[src/verilog/coc_pkg.sv]
package coc_pkg;

	// ----------------------------------------
	// Register map and field layout
	// ----------------------------------------
	localparam logic [7:0] CTL_OFFSET    = 8'h30;
	localparam logic [7:0] CTL_RESET     = 8'h11;
	localparam logic [1:0] DEG_OFF       = 2'h0;
	localparam logic [1:0] DEG_1US       = 2'h1;
	localparam logic [1:0] DEG_2MS       = 2'h2;
	localparam logic [1:0] DEG_5S        = 2'h3;

	typedef struct packed {
		logic       comparatorReferenceSel;
		logic       comparatorPolarity;
		logic [1:0] comparatorDeglitchSel;
		logic       forcedPathCutoffEn;
		logic       reservedBit;
		logic       shippingDischargeEn;
		logic       autoWakeupEn;
	} coc_ctl_t;

	// ----------------------------------------
	// Timing, clock 125 MHz
	// ----------------------------------------
	localparam longint CLK_PERIOD_NS = 8;
	localparam longint DEG_1US_NS    = 1000;
	localparam longint DEG_2MS_NS    = 2000000;
	localparam longint DEG_5S_NS     = 64'd5000000000;
	localparam longint SHIP_140MS_NS = 140000000;
	localparam longint WAKE_30MIN_NS = 30 * 60 * 64'd1000000000;
	localparam longint DEG_1US_CYC   = (DEG_1US_NS + CLK_PERIOD_NS - 1) / CLK_PERIOD_NS;
	localparam longint DEG_2MS_CYC   = (DEG_2MS_NS + CLK_PERIOD_NS - 1) / CLK_PERIOD_NS;
	localparam longint DEG_5S_CYC    = (DEG_5S_NS + CLK_PERIOD_NS - 1) / CLK_PERIOD_NS;
	localparam longint SHIP_CYC      = SHIP_140MS_NS / CLK_PERIOD_NS;
	localparam longint WAKE_CYC      = WAKE_30MIN_NS / CLK_PERIOD_NS;
	localparam int     DEG_W         = 30;
	localparam int     SHIP_W        = 25;
	localparam int     WAKE_W        = 38;

	// ----------------------------------------
	// Carriers and state
	// ----------------------------------------
	typedef struct packed {
		logic       write;
		logic       read;
		logic [7:0] addr;
		logic [7:0] wdata;
	} coc_reg_req_t;

	typedef struct packed {
		coc_ctl_t            ctl;
		logic [1:0]          cmpSync;
		logic [1:0]          batSync;
		logic [DEG_W-1:0]    degCnt;
		logic                comparator_output;
		logic                latched;
		logic [SHIP_W-1:0]   shipCnt;
		logic [WAKE_W-1:0]   wakeCnt;
		logic                wakeOn;
		logic                switchOn;
		logic                chargeGood;
		logic [7:0]          rdata;
		logic                rdValid;
	} coc_state_t;

	localparam coc_state_t STATE_RESET = '{
		ctl: CTL_RESET, cmpSync: 2'h0, batSync: 2'h0, degCnt: '0, comparator_output: 1'b1,
		latched: 1'b0, shipCnt: '0, wakeCnt: '0, wakeOn: 1'b0, switchOn: 1'b1,
		chargeGood: 1'b0, rdata: 8'h00, rdValid: 1'b0};

endpackage : coc_pkg
[src/verilog/coc_option_ctl.sv]
// Function
// Polarity 0: output low above threshold
// Polarity 1: output low below threshold
// Deglitch delays only the falling output edge
// Deglitch code 00 disables the comparator
// Code 01, default, one microsecond deglitch
// Code 10 gives two millisecond deglitch
// Code 11 gives five second deglitch
// Cutoff enabled and trip opens both switches
// Same event drives charge good low
// Shipping bit set discharges sense node
// Shipping bit self-clears after 140 ms
// Wakeup bit, low battery: charge 30 min
// Battery recovered ends charge, clears bit
// Reference select bit picks comparator reference
// Reads return live self-clearing bit state
// Host writes whole byte, reserved zero
`timescale 1ns/1ns
module coc_option_ctl #(
	parameter logic [coc_pkg::DEG_W-1:0]  DEG_2MS_CYC = coc_pkg::DEG_W'(coc_pkg::DEG_2MS_CYC),
	parameter logic [coc_pkg::DEG_W-1:0]  DEG_5S_CYC  = coc_pkg::DEG_W'(coc_pkg::DEG_5S_CYC),
	parameter logic [coc_pkg::SHIP_W-1:0] SHIP_CYC    = coc_pkg::SHIP_W'(coc_pkg::SHIP_CYC),
	parameter logic [coc_pkg::WAKE_W-1:0] WAKE_CYC    = coc_pkg::WAKE_W'(coc_pkg::WAKE_CYC)
) (
	input  logic                  clk,
	input  logic                  rst_n,
	input  logic                  clkEn,
	input  coc_pkg::coc_reg_req_t regReq,
	output logic [7:0]            regRdata,
	output logic                  regRdValid,
	input  logic                  comparatorInputAbove,
	input  logic                  batteryBelowMin,
	input  logic                  chargeGoodIn,
	output logic                  comparatorOutput,
	output logic                  comparatorReferenceSel,
	output logic                  inputSideSwitchOn,
	output logic                  outputSideSwitchOn,
	output logic                  chargeGoodFlag,
	output logic                  shippingDischargeOn,
	output logic                  wakeupChargeOn
);
	import coc_pkg::*;

	// ----------------------------------------
	// Parameter checks
	// ----------------------------------------
	if (DEG_2MS_CYC < 2 || DEG_5S_CYC < 2 || SHIP_CYC < 1 || WAKE_CYC < 1) begin : g_bad_param
		$error("coc_option_ctl: cycle counts too small");
	end

	coc_state_t              r;
	coc_state_t              n;
	logic                    rawLow;
	logic                    cmpEnabled;
	logic                    trip;
	logic                    hit;
	logic [DEG_W-1:0]        degLimit;

	// ----------------------------------------
	// Next state
	// ----------------------------------------
	always_comb begin
		n = r;
		n.cmpSync = {r.cmpSync[0], comparatorInputAbove};
		n.batSync = {r.batSync[0], batteryBelowMin};
		n.rdValid = 1'b0;
		hit = regReq.addr == CTL_OFFSET;
		rawLow = r.ctl.comparatorPolarity ? !r.cmpSync[1] : r.cmpSync[1];
		cmpEnabled = r.ctl.comparatorDeglitchSel != DEG_OFF;
		unique case (r.ctl.comparatorDeglitchSel)
			DEG_OFF: degLimit = DEG_W'(DEG_1US_CYC);
			DEG_1US: degLimit = DEG_W'(DEG_1US_CYC);
			DEG_2MS: degLimit = DEG_2MS_CYC;
			DEG_5S:  degLimit = DEG_5S_CYC;
		endcase
		if (!cmpEnabled || !rawLow) begin
			n.degCnt = '0;
			n.comparator_output = 1'b1;
		end else if (r.degCnt >= degLimit - DEG_W'(1)) begin
			n.comparator_output = 1'b0;
		end else begin
			n.degCnt = r.degCnt + DEG_W'(1);
		end
		trip = cmpEnabled && !r.comparator_output;
		if (r.ctl.forcedPathCutoffEn && trip) begin
			n.latched = 1'b1;
		end else if (!r.ctl.forcedPathCutoffEn) begin
			n.latched = 1'b0;
		end
		if (r.ctl.shippingDischargeEn) begin
			if (r.shipCnt >= SHIP_CYC - SHIP_W'(1)) begin
				n.ctl.shippingDischargeEn = 1'b0;
				n.shipCnt = '0;
			end else begin
				n.shipCnt = r.shipCnt + SHIP_W'(1);
			end
		end else begin
			n.shipCnt = '0;
		end
		if (r.ctl.autoWakeupEn && r.batSync[1]) begin
			if (r.wakeCnt >= WAKE_CYC - WAKE_W'(1)) begin
				n.ctl.autoWakeupEn = 1'b0;
				n.wakeOn = 1'b0;
				n.wakeCnt = '0;
			end else begin
				n.wakeOn = 1'b1;
				n.wakeCnt = r.wakeCnt + WAKE_W'(1);
			end
		end else if (r.ctl.autoWakeupEn && r.wakeOn) begin
			n.ctl.autoWakeupEn = 1'b0;
			n.wakeOn = 1'b0;
			n.wakeCnt = '0;
		end else begin
			n.wakeOn = 1'b0;
			n.wakeCnt = '0;
		end
		if (regReq.write && hit) begin
			n.ctl = coc_ctl_t'(regReq.wdata);
			if (!n.ctl.shippingDischargeEn) begin
				n.shipCnt = '0;
			end
			if (!n.ctl.autoWakeupEn) begin
				n.wakeOn = 1'b0;
				n.wakeCnt = '0;
			end
		end
		if (regReq.read) begin
			n.rdValid = 1'b1;
			n.rdata = hit ? 8'(r.ctl) : 8'h00;
		end
		n.switchOn = !n.latched;
		n.chargeGood = chargeGoodIn && !n.latched;
	end

	// ----------------------------------------
	// State register
	// ----------------------------------------
	always_ff @(posedge clk) begin
		if (!rst_n) begin
			r <= STATE_RESET;
		end else if (clkEn) begin
			r <= n;
		end
	end

	// ----------------------------------------
	// Outputs
	// ----------------------------------------
	assign regRdata               = r.rdata;
	assign regRdValid             = r.rdValid;
	assign comparatorOutput       = r.comparator_output;
	assign comparatorReferenceSel = r.ctl.comparatorReferenceSel;
	assign inputSideSwitchOn      = r.switchOn;
	assign outputSideSwitchOn     = r.switchOn;
	assign chargeGoodFlag         = r.chargeGood;
	assign shippingDischargeOn    = r.ctl.shippingDischargeEn;
	assign wakeupChargeOn         = r.wakeOn;
endmodule : coc_option_ctl

[config.mk]
export PLATFORM = sky130hd
export DESIGN_NAME = coc_option_ctl
export DESIGN_NICKNAME = d
export VERILOG_FILES = /design/src/verilog/coc_pkg.sv /design/src/verilog/coc_option_ctl.sv
export SDC_FILE = /design/constraint.sdc
export NUM_CORES = 1
export LEC_CHECK = 0
export BUFFER_PORTS_ARGS = -buffer_cell sky130_fd_sc_hd__buf_2
export CORE_MARGIN = 1
export CORE_UTILIZATION = 45
export DETAILED_ROUTE_END_ITERATION = 6
export GPL_TIMING_DRIVEN = 0
export HOLD_SLACK_MARGIN = 0.12
export PLACE_DENSITY = 0.6
export SLEW_MARGIN = 10
export SYNTH_ARGS = -nofsm -noshare
export SYNTH_HDL_FRONTEND = slang
export SYNTH_SLANG_ARGS = --single-unit
[constraint.sdc]
create_clock -name clk -period 3.2 [get_ports clk]
set_input_delay 0.64 -clock clk [delete_from_list [all_inputs] [get_ports clk]]
set_output_delay 0.64 -clock clk [all_outputs]
set_load 0.01 [all_outputs]
After elaboration in Yosys (flattened, before gate mapping)
Index checks and enable logic that the tools add are counted.

Output and inout port bits: 16. Logic and storage cells: 76. Input port bits: 24. Register bits: 119.

Order comparisons: 3. Reduce and logical (&&, ||, !) cells: 22. Equality and inequality tests: 6. Multiplexer cells: 22. Add/sub/neg operators: 4.

Operators by type and width (number): 39-bit two-way mux (3); 30-bit case mux with 3 select lines (1); 25-bit two-way mux (3); 64-bit two-way mux (1); 38-bit by 1-bit adder with 38-bit output (second input constant) (1); 38-bit >= comparator (second input constant) (1); 31-bit two-way mux (1); 30-bit by 1-bit adder with 30-bit output (second input constant) (1); 30-bit >= comparator (1); 30-bit two-way mux (1); 30-bit by 1-bit subtractor with 30-bit output (second input constant) (1); 25-bit by 1-bit adder with 25-bit output (second input constant) (1); 25-bit >= comparator (second input constant) (1); 1-bit two-way mux (10); 8-bit by 6-bit equality test with 1-bit output (second input constant) (1); 8-bit two-way mux (1); 2-bit AND reduction (4); 1-bit logical AND (6); 1-bit zero test (5); 2-bit equality test (second input constant) (2); 2-bit nonzero test (2); 3-bit by 1-bit inequality test with 1-bit output (second input constant) (1); 3-bit AND reduction (1); 3-bit nonzero test (1); 6 further kinds (6).

Longest topological paths before layout
Depth in word-level cells: 7. Depth in mapped cells: 13.

Least setup slack after synthesis
Ideal clock, no wire load.

Kind: register to register. From: reg r[116] (netlist name). To: reg r[85] (netlist name). Setup slack: 0.250 ns. Path buffers: 1. Stages on the path, launching flop included: 12. Arrival time: 2.891 ns. Cells stage by stage: dfxtp_1 nand2_1 ha_1 ha_1 a21o_1 a221oi_2 o21ai_1 a41o_2 o21a_1 buf_2 or4_1 nand2_1.

Cells in the longest elaborated chain, start to end: 7. Elaborated cells on any way between the ends: 14. Those cells by class: add/sub: 1; order compare: 1; eq/ne: 4; mux: 2; reduce/logical: 6.

RTL lines: start, declared (line coc_option_ctl.sv:51) `coc_state_t r;`; start signal, assigned (line coc_option_ctl.sv:142) `r <= n;`; 2-bit by 1-bit equality test with 1-bit output or 2-bit zero test (tied branches) (line coc_option_ctl.sv:70) `unique case (r.ctl.comparatorDeglitchSel)`; 2-bit OR reduction (no line); 30-bit case mux with 3 select lines (line coc_option_ctl.sv:70); 30-bit by 1-bit subtractor with 30-bit output (line coc_option_ctl.sv:79) `end else if (r.degCnt >= degLimit - DEG_W'(1)) begin`; 30-bit >= comparator (line coc_option_ctl.sv:79); 2-bit inequality test (no line); 2-bit AND reduction (no line).

Several ways; a longest one is shown, not always the timed one. The select of a mux whose other input is x is not followed. A chain may end at the register's enable or synchronous reset.

Worst setup path in the final report
From: reg r[116] (netlist name). To: reg r[102] (netlist name).

Same word-level chain as after synthesis.

==> impl_metrics.csv <==
group,metric,value,unit
run_status,status,"finished clean",
global_route,grt_max_degree,17,
floorplan,die_x,122,um
detailed_routing,drt_iter0_markers,391,
worst_setup_path,crit_chain,"nand2_4, ha_1, ha_1, a21o_1, a221oi_2, o21ai_1, a41o_2, o21a_4, buf_6, clkbuf_4, o31ai_1, a21oi_1",
cells_and_area,fin_nets,892,
synth,synth_cells,777,
synth,yosysWarnings,0,
sta,setup_viol,0,
sta,slew_headroom,0.513,
worst_setup_path,rr_worst_depth,12,
detailed_routing,drt-vias-per-instance,5.73,
worst_setup_path,worstSetupStartpoint,"r[116]",
sta,fin_crit_sh,0.957,
sta,rsz0062_at_grt,"no",
clocking,cts_buffers,17,
hold_path,holdPathEnd,"r[75]",
global_route,grt_pass1_vias,5638,
worst_setup_path,crit_top_cell,"ha_1",
synth,synth_area,6460,um^2
global_route,grt.total_usage,0.234,
worst_setup_path,rrSetupSlack,0.14,ns
synth,syn_avg_cell_area,8.32,um^2
detailed_routing,first_pass_iters,5,
placement,place.gp.congestion,0.845,
worst_setup_path,reg2reg_from,"r[116]",
worst_setup_path,critPathSlowestCell,"dfxtp_4",
worst_setup_path,crit_required,3.47,ns
synth,synthTopCellsByArea,"dfxtp_1, ha_1, nand2_1",
power_and_ir_drop,seq_power_share,0.423,
power_and_ir_drop,p_leak,2.80,nW
synth,synth_flop_cell,"dfxtp_1",
sta,finalCriticalPeriod,3.06,ns
floorplan,core-area,13900,um^2
synth,synth_most_common_cell,"dfxtp_1",
worst_setup_path,critPathKind,"flip-flop to flip-flop",
cells_and_area,antenna-diode-count,0,
power_and_ir_drop,p_int,2.70,mW
worst_setup_path,cp_max_fo,10,
placement,dpl_cell_area,6890,um^2
detailed_routing,vias,5915,
flow_run,drv_cap,0,
power_and_ir_drop,peakVddDrop,0.358,mV
clocking,clkSlewWorstSetupHoldPaths,0.06,ns
placement,port-buffer-count,38,
clocking,htreeDepth,4,
synth,yosysSeqAreaShare,0.369,
global_route,grt_pass1_wl,27.1,mm
detailed_routing,wire_per_inst,15.8,um
detailed_routing,drc,0,
worst_setup_path,worstReg2RegEnd,"r[102]",
sta,max_freq,327,MHz
cells_and_area,seq_area,2390,um^2
cells_and_area,nFillCells,1297,
hold_path,hold_class,"flip-flop to flip-flop",
synth,synth_cell_type_count,70,
detailed_routing,antenna_left,0,
cells_and_area,area_growth_syn_to_layout,16.6,%
synth,synth_top_cell_by_area,"dfxtp_1",
sta,clock_skew,0.00818,ns
floorplan,start_util,0.464,
hold_path,whs_path_depth,1,
worst_setup_path,worstSetupEndpointType,"flip-flop",
sta,hold_violations,0,
floorplan,io_pins,40,
synth,synth_edf_count,0,
sta,worst_pin_slew,0.731,ns
clocking,root_buffer,"clkbuf_16",
floorplan,die-area,14800,um^2
placement,dp_hpwl,11.7,mm
floorplan,row_count,43,
power_and_ir_drop,p_clk_frac,0.542,
global_route,antenna_found_initial,0,
synth,synth_seq_cells,119,
clocking,cts_tree,"done",
cells_and_area,post-route-cell-area,7540,um^2
worst_setup_path,arrival,3.34,ns
power_and_ir_drop,power_frac_comb,0.035,
hold_path,worstHoldStart,"r[75]",
cells_and_area,drive_above_1_share,0.136,
sta,finalMaxSlewViolations,0,
power_and_ir_drop,power,3.53,mW
floorplan,fp.dieH,122,um
sta,finalSetupTns,0,ns
synth,postSynth.asyncResetShare,0,
global_route,grt_overflow,0,
worst_setup_path,cp_slowest_stage_delay,0.43,ns
cells_and_area,multi_input_area,3860,um^2
power_and_ir_drop,p_sw_frac,0.236,
cells_and_area,finalCoreUtilization,0.541,
detailed_routing,drt-total-wl,16.3,mm
clocking,cts_sinks,119,
synth,synth.top_cell.area_share,0.369,
clocking,clock_latency,0.41,ns
power_and_ir_drop,p_switching,0.831,mW
worst_setup_path,start_kind,"flip-flop",
clocking,clock_path_buffers,2,
synth,synth_commonest_cells,"dfxtp_1, nand2_1, nor2_1, nand3_1, a21oi_1",
power_and_ir_drop,p_per_area,468,nW/um^2
critical path, delay by kind of cell (launching register included):
kind / cells / cell delay, ns
adders and majority gates: 2 / 0.60
AOI/OAI and AO/OA: 7 / 1.42
and+or+nand+nor: 1 / 0.11
buffers and inverters: 2 / 0.36
DFF: 1 / 0.43
final cells by class:
class | count | share of cell area
timing repair buffer | 39 | 0.0262
sequential | 119 | 0.317
inverter | 15 | 0.00747
multi-input combinational | 607 | 0.512
buffer | 40 | 0.0286
clock buffer | 18 | 0.0569
clock inverter | 14 | 0.0217
tap | 180 | 0.0299
state kept, by name (all words and copies together) (netlist names):
name / cells
chargeGoodFlag: 1
comparatorOutput: 1
comparatorReferenceSel: 1
inputSideSwitchOn: 1
n: 2
r: 102
regRdValid: 1
regRdata: 8
shippingDischargeOn: 1
wakeupChargeOn: 1
per-stage QoR:
stage | worst slack, ns | cells | hold slack (ns)
after global placement | -0.275 | 999 | 0.434
final | 0.139 | 1032 | 0.458
after detailed placement | -0.365 | 999 | 0.445
after CTS | 0.00684 | 1031 | 0.450
after global routing | 0.00437 | 1032 | 0.468
after floorplan | 0.250 | 781 | 0.423
cell usage in the layout (no fill, tap or decap), drive strengths merged, types with 14 or more instances in the layout:
| cell type | Yosys | routed |
|---|---|---|
| a21boi | 23 | 23 |
| a21oi | 45 | 45 |
| and3 | 21 | 21 |
| buf | 19 | 59 |
| clkbuf | 21 | 38 |
| dfxtp | 119 | 119 |
| ha | 29 | 29 |
| inv | 15 | 22 |
| nand2 | 94 | 94 |
| nand3 | 52 | 52 |
| nand4 | 22 | 22 |
| nor2 | 70 | 70 |
| nor2b | 16 | 16 |
| nor3 | 14 | 14 |
| o21ai | 38 | 38 |
| or4 | 14 | 14 |
| xor2 | 30 | 30 |
layer usage:
layer / vias to the layer above / GRT usage / routed length (um)
li1: 2938 / - / -
met2: 130 / 0.384 / 7640
met3: 14 / 0.0595 / 701
met5: - / 0 / 0
met4: 0 / 0.0710 / 181
met1: 2833 / 0.300 / 7740
kinds of logic after synthesis:
logic type | Yosys count | share of synthesized area
and+or+nand+nor | 360 | 0.292
AOI/OAI and AO/OA | 165 | 0.175
DFF | 119 | 0.369
buffers and inverters | 55 | 0.0412
xor gates and xnor gates | 42 | 0.0569
adders and majority gates | 29 | 0.0561
muxes | 6 | 0.00929
other | 1 | 0.000580
worst max-delay path by stage:
stage / to
after CTS: r[93]
final: r[102]
after global placement: r[104]
after detailed placement: r[102]
after floorplan: r[85]
after global routing: r[100]
power by group through the flow:
stage               logic, mW  registers (mW)  clock network (mW)
finish                  0.123            1.49                1.91
global placement        0.121            1.53                   0
global route            0.135            1.49                2.03
detailed placement      0.122            1.53                   0
floorplan              0.0715            1.53                   0
CTS                     0.123            1.49                1.95
timing repair:
action,4_1_cts,5_1_grt
cloned,0,0
setup endpoints to repair,29,23
hold buffers,0,0
pin swaps,0,1
gates resized for setup,8,6
buffers inserted,0,1
(Power assumes the default switching activity.)
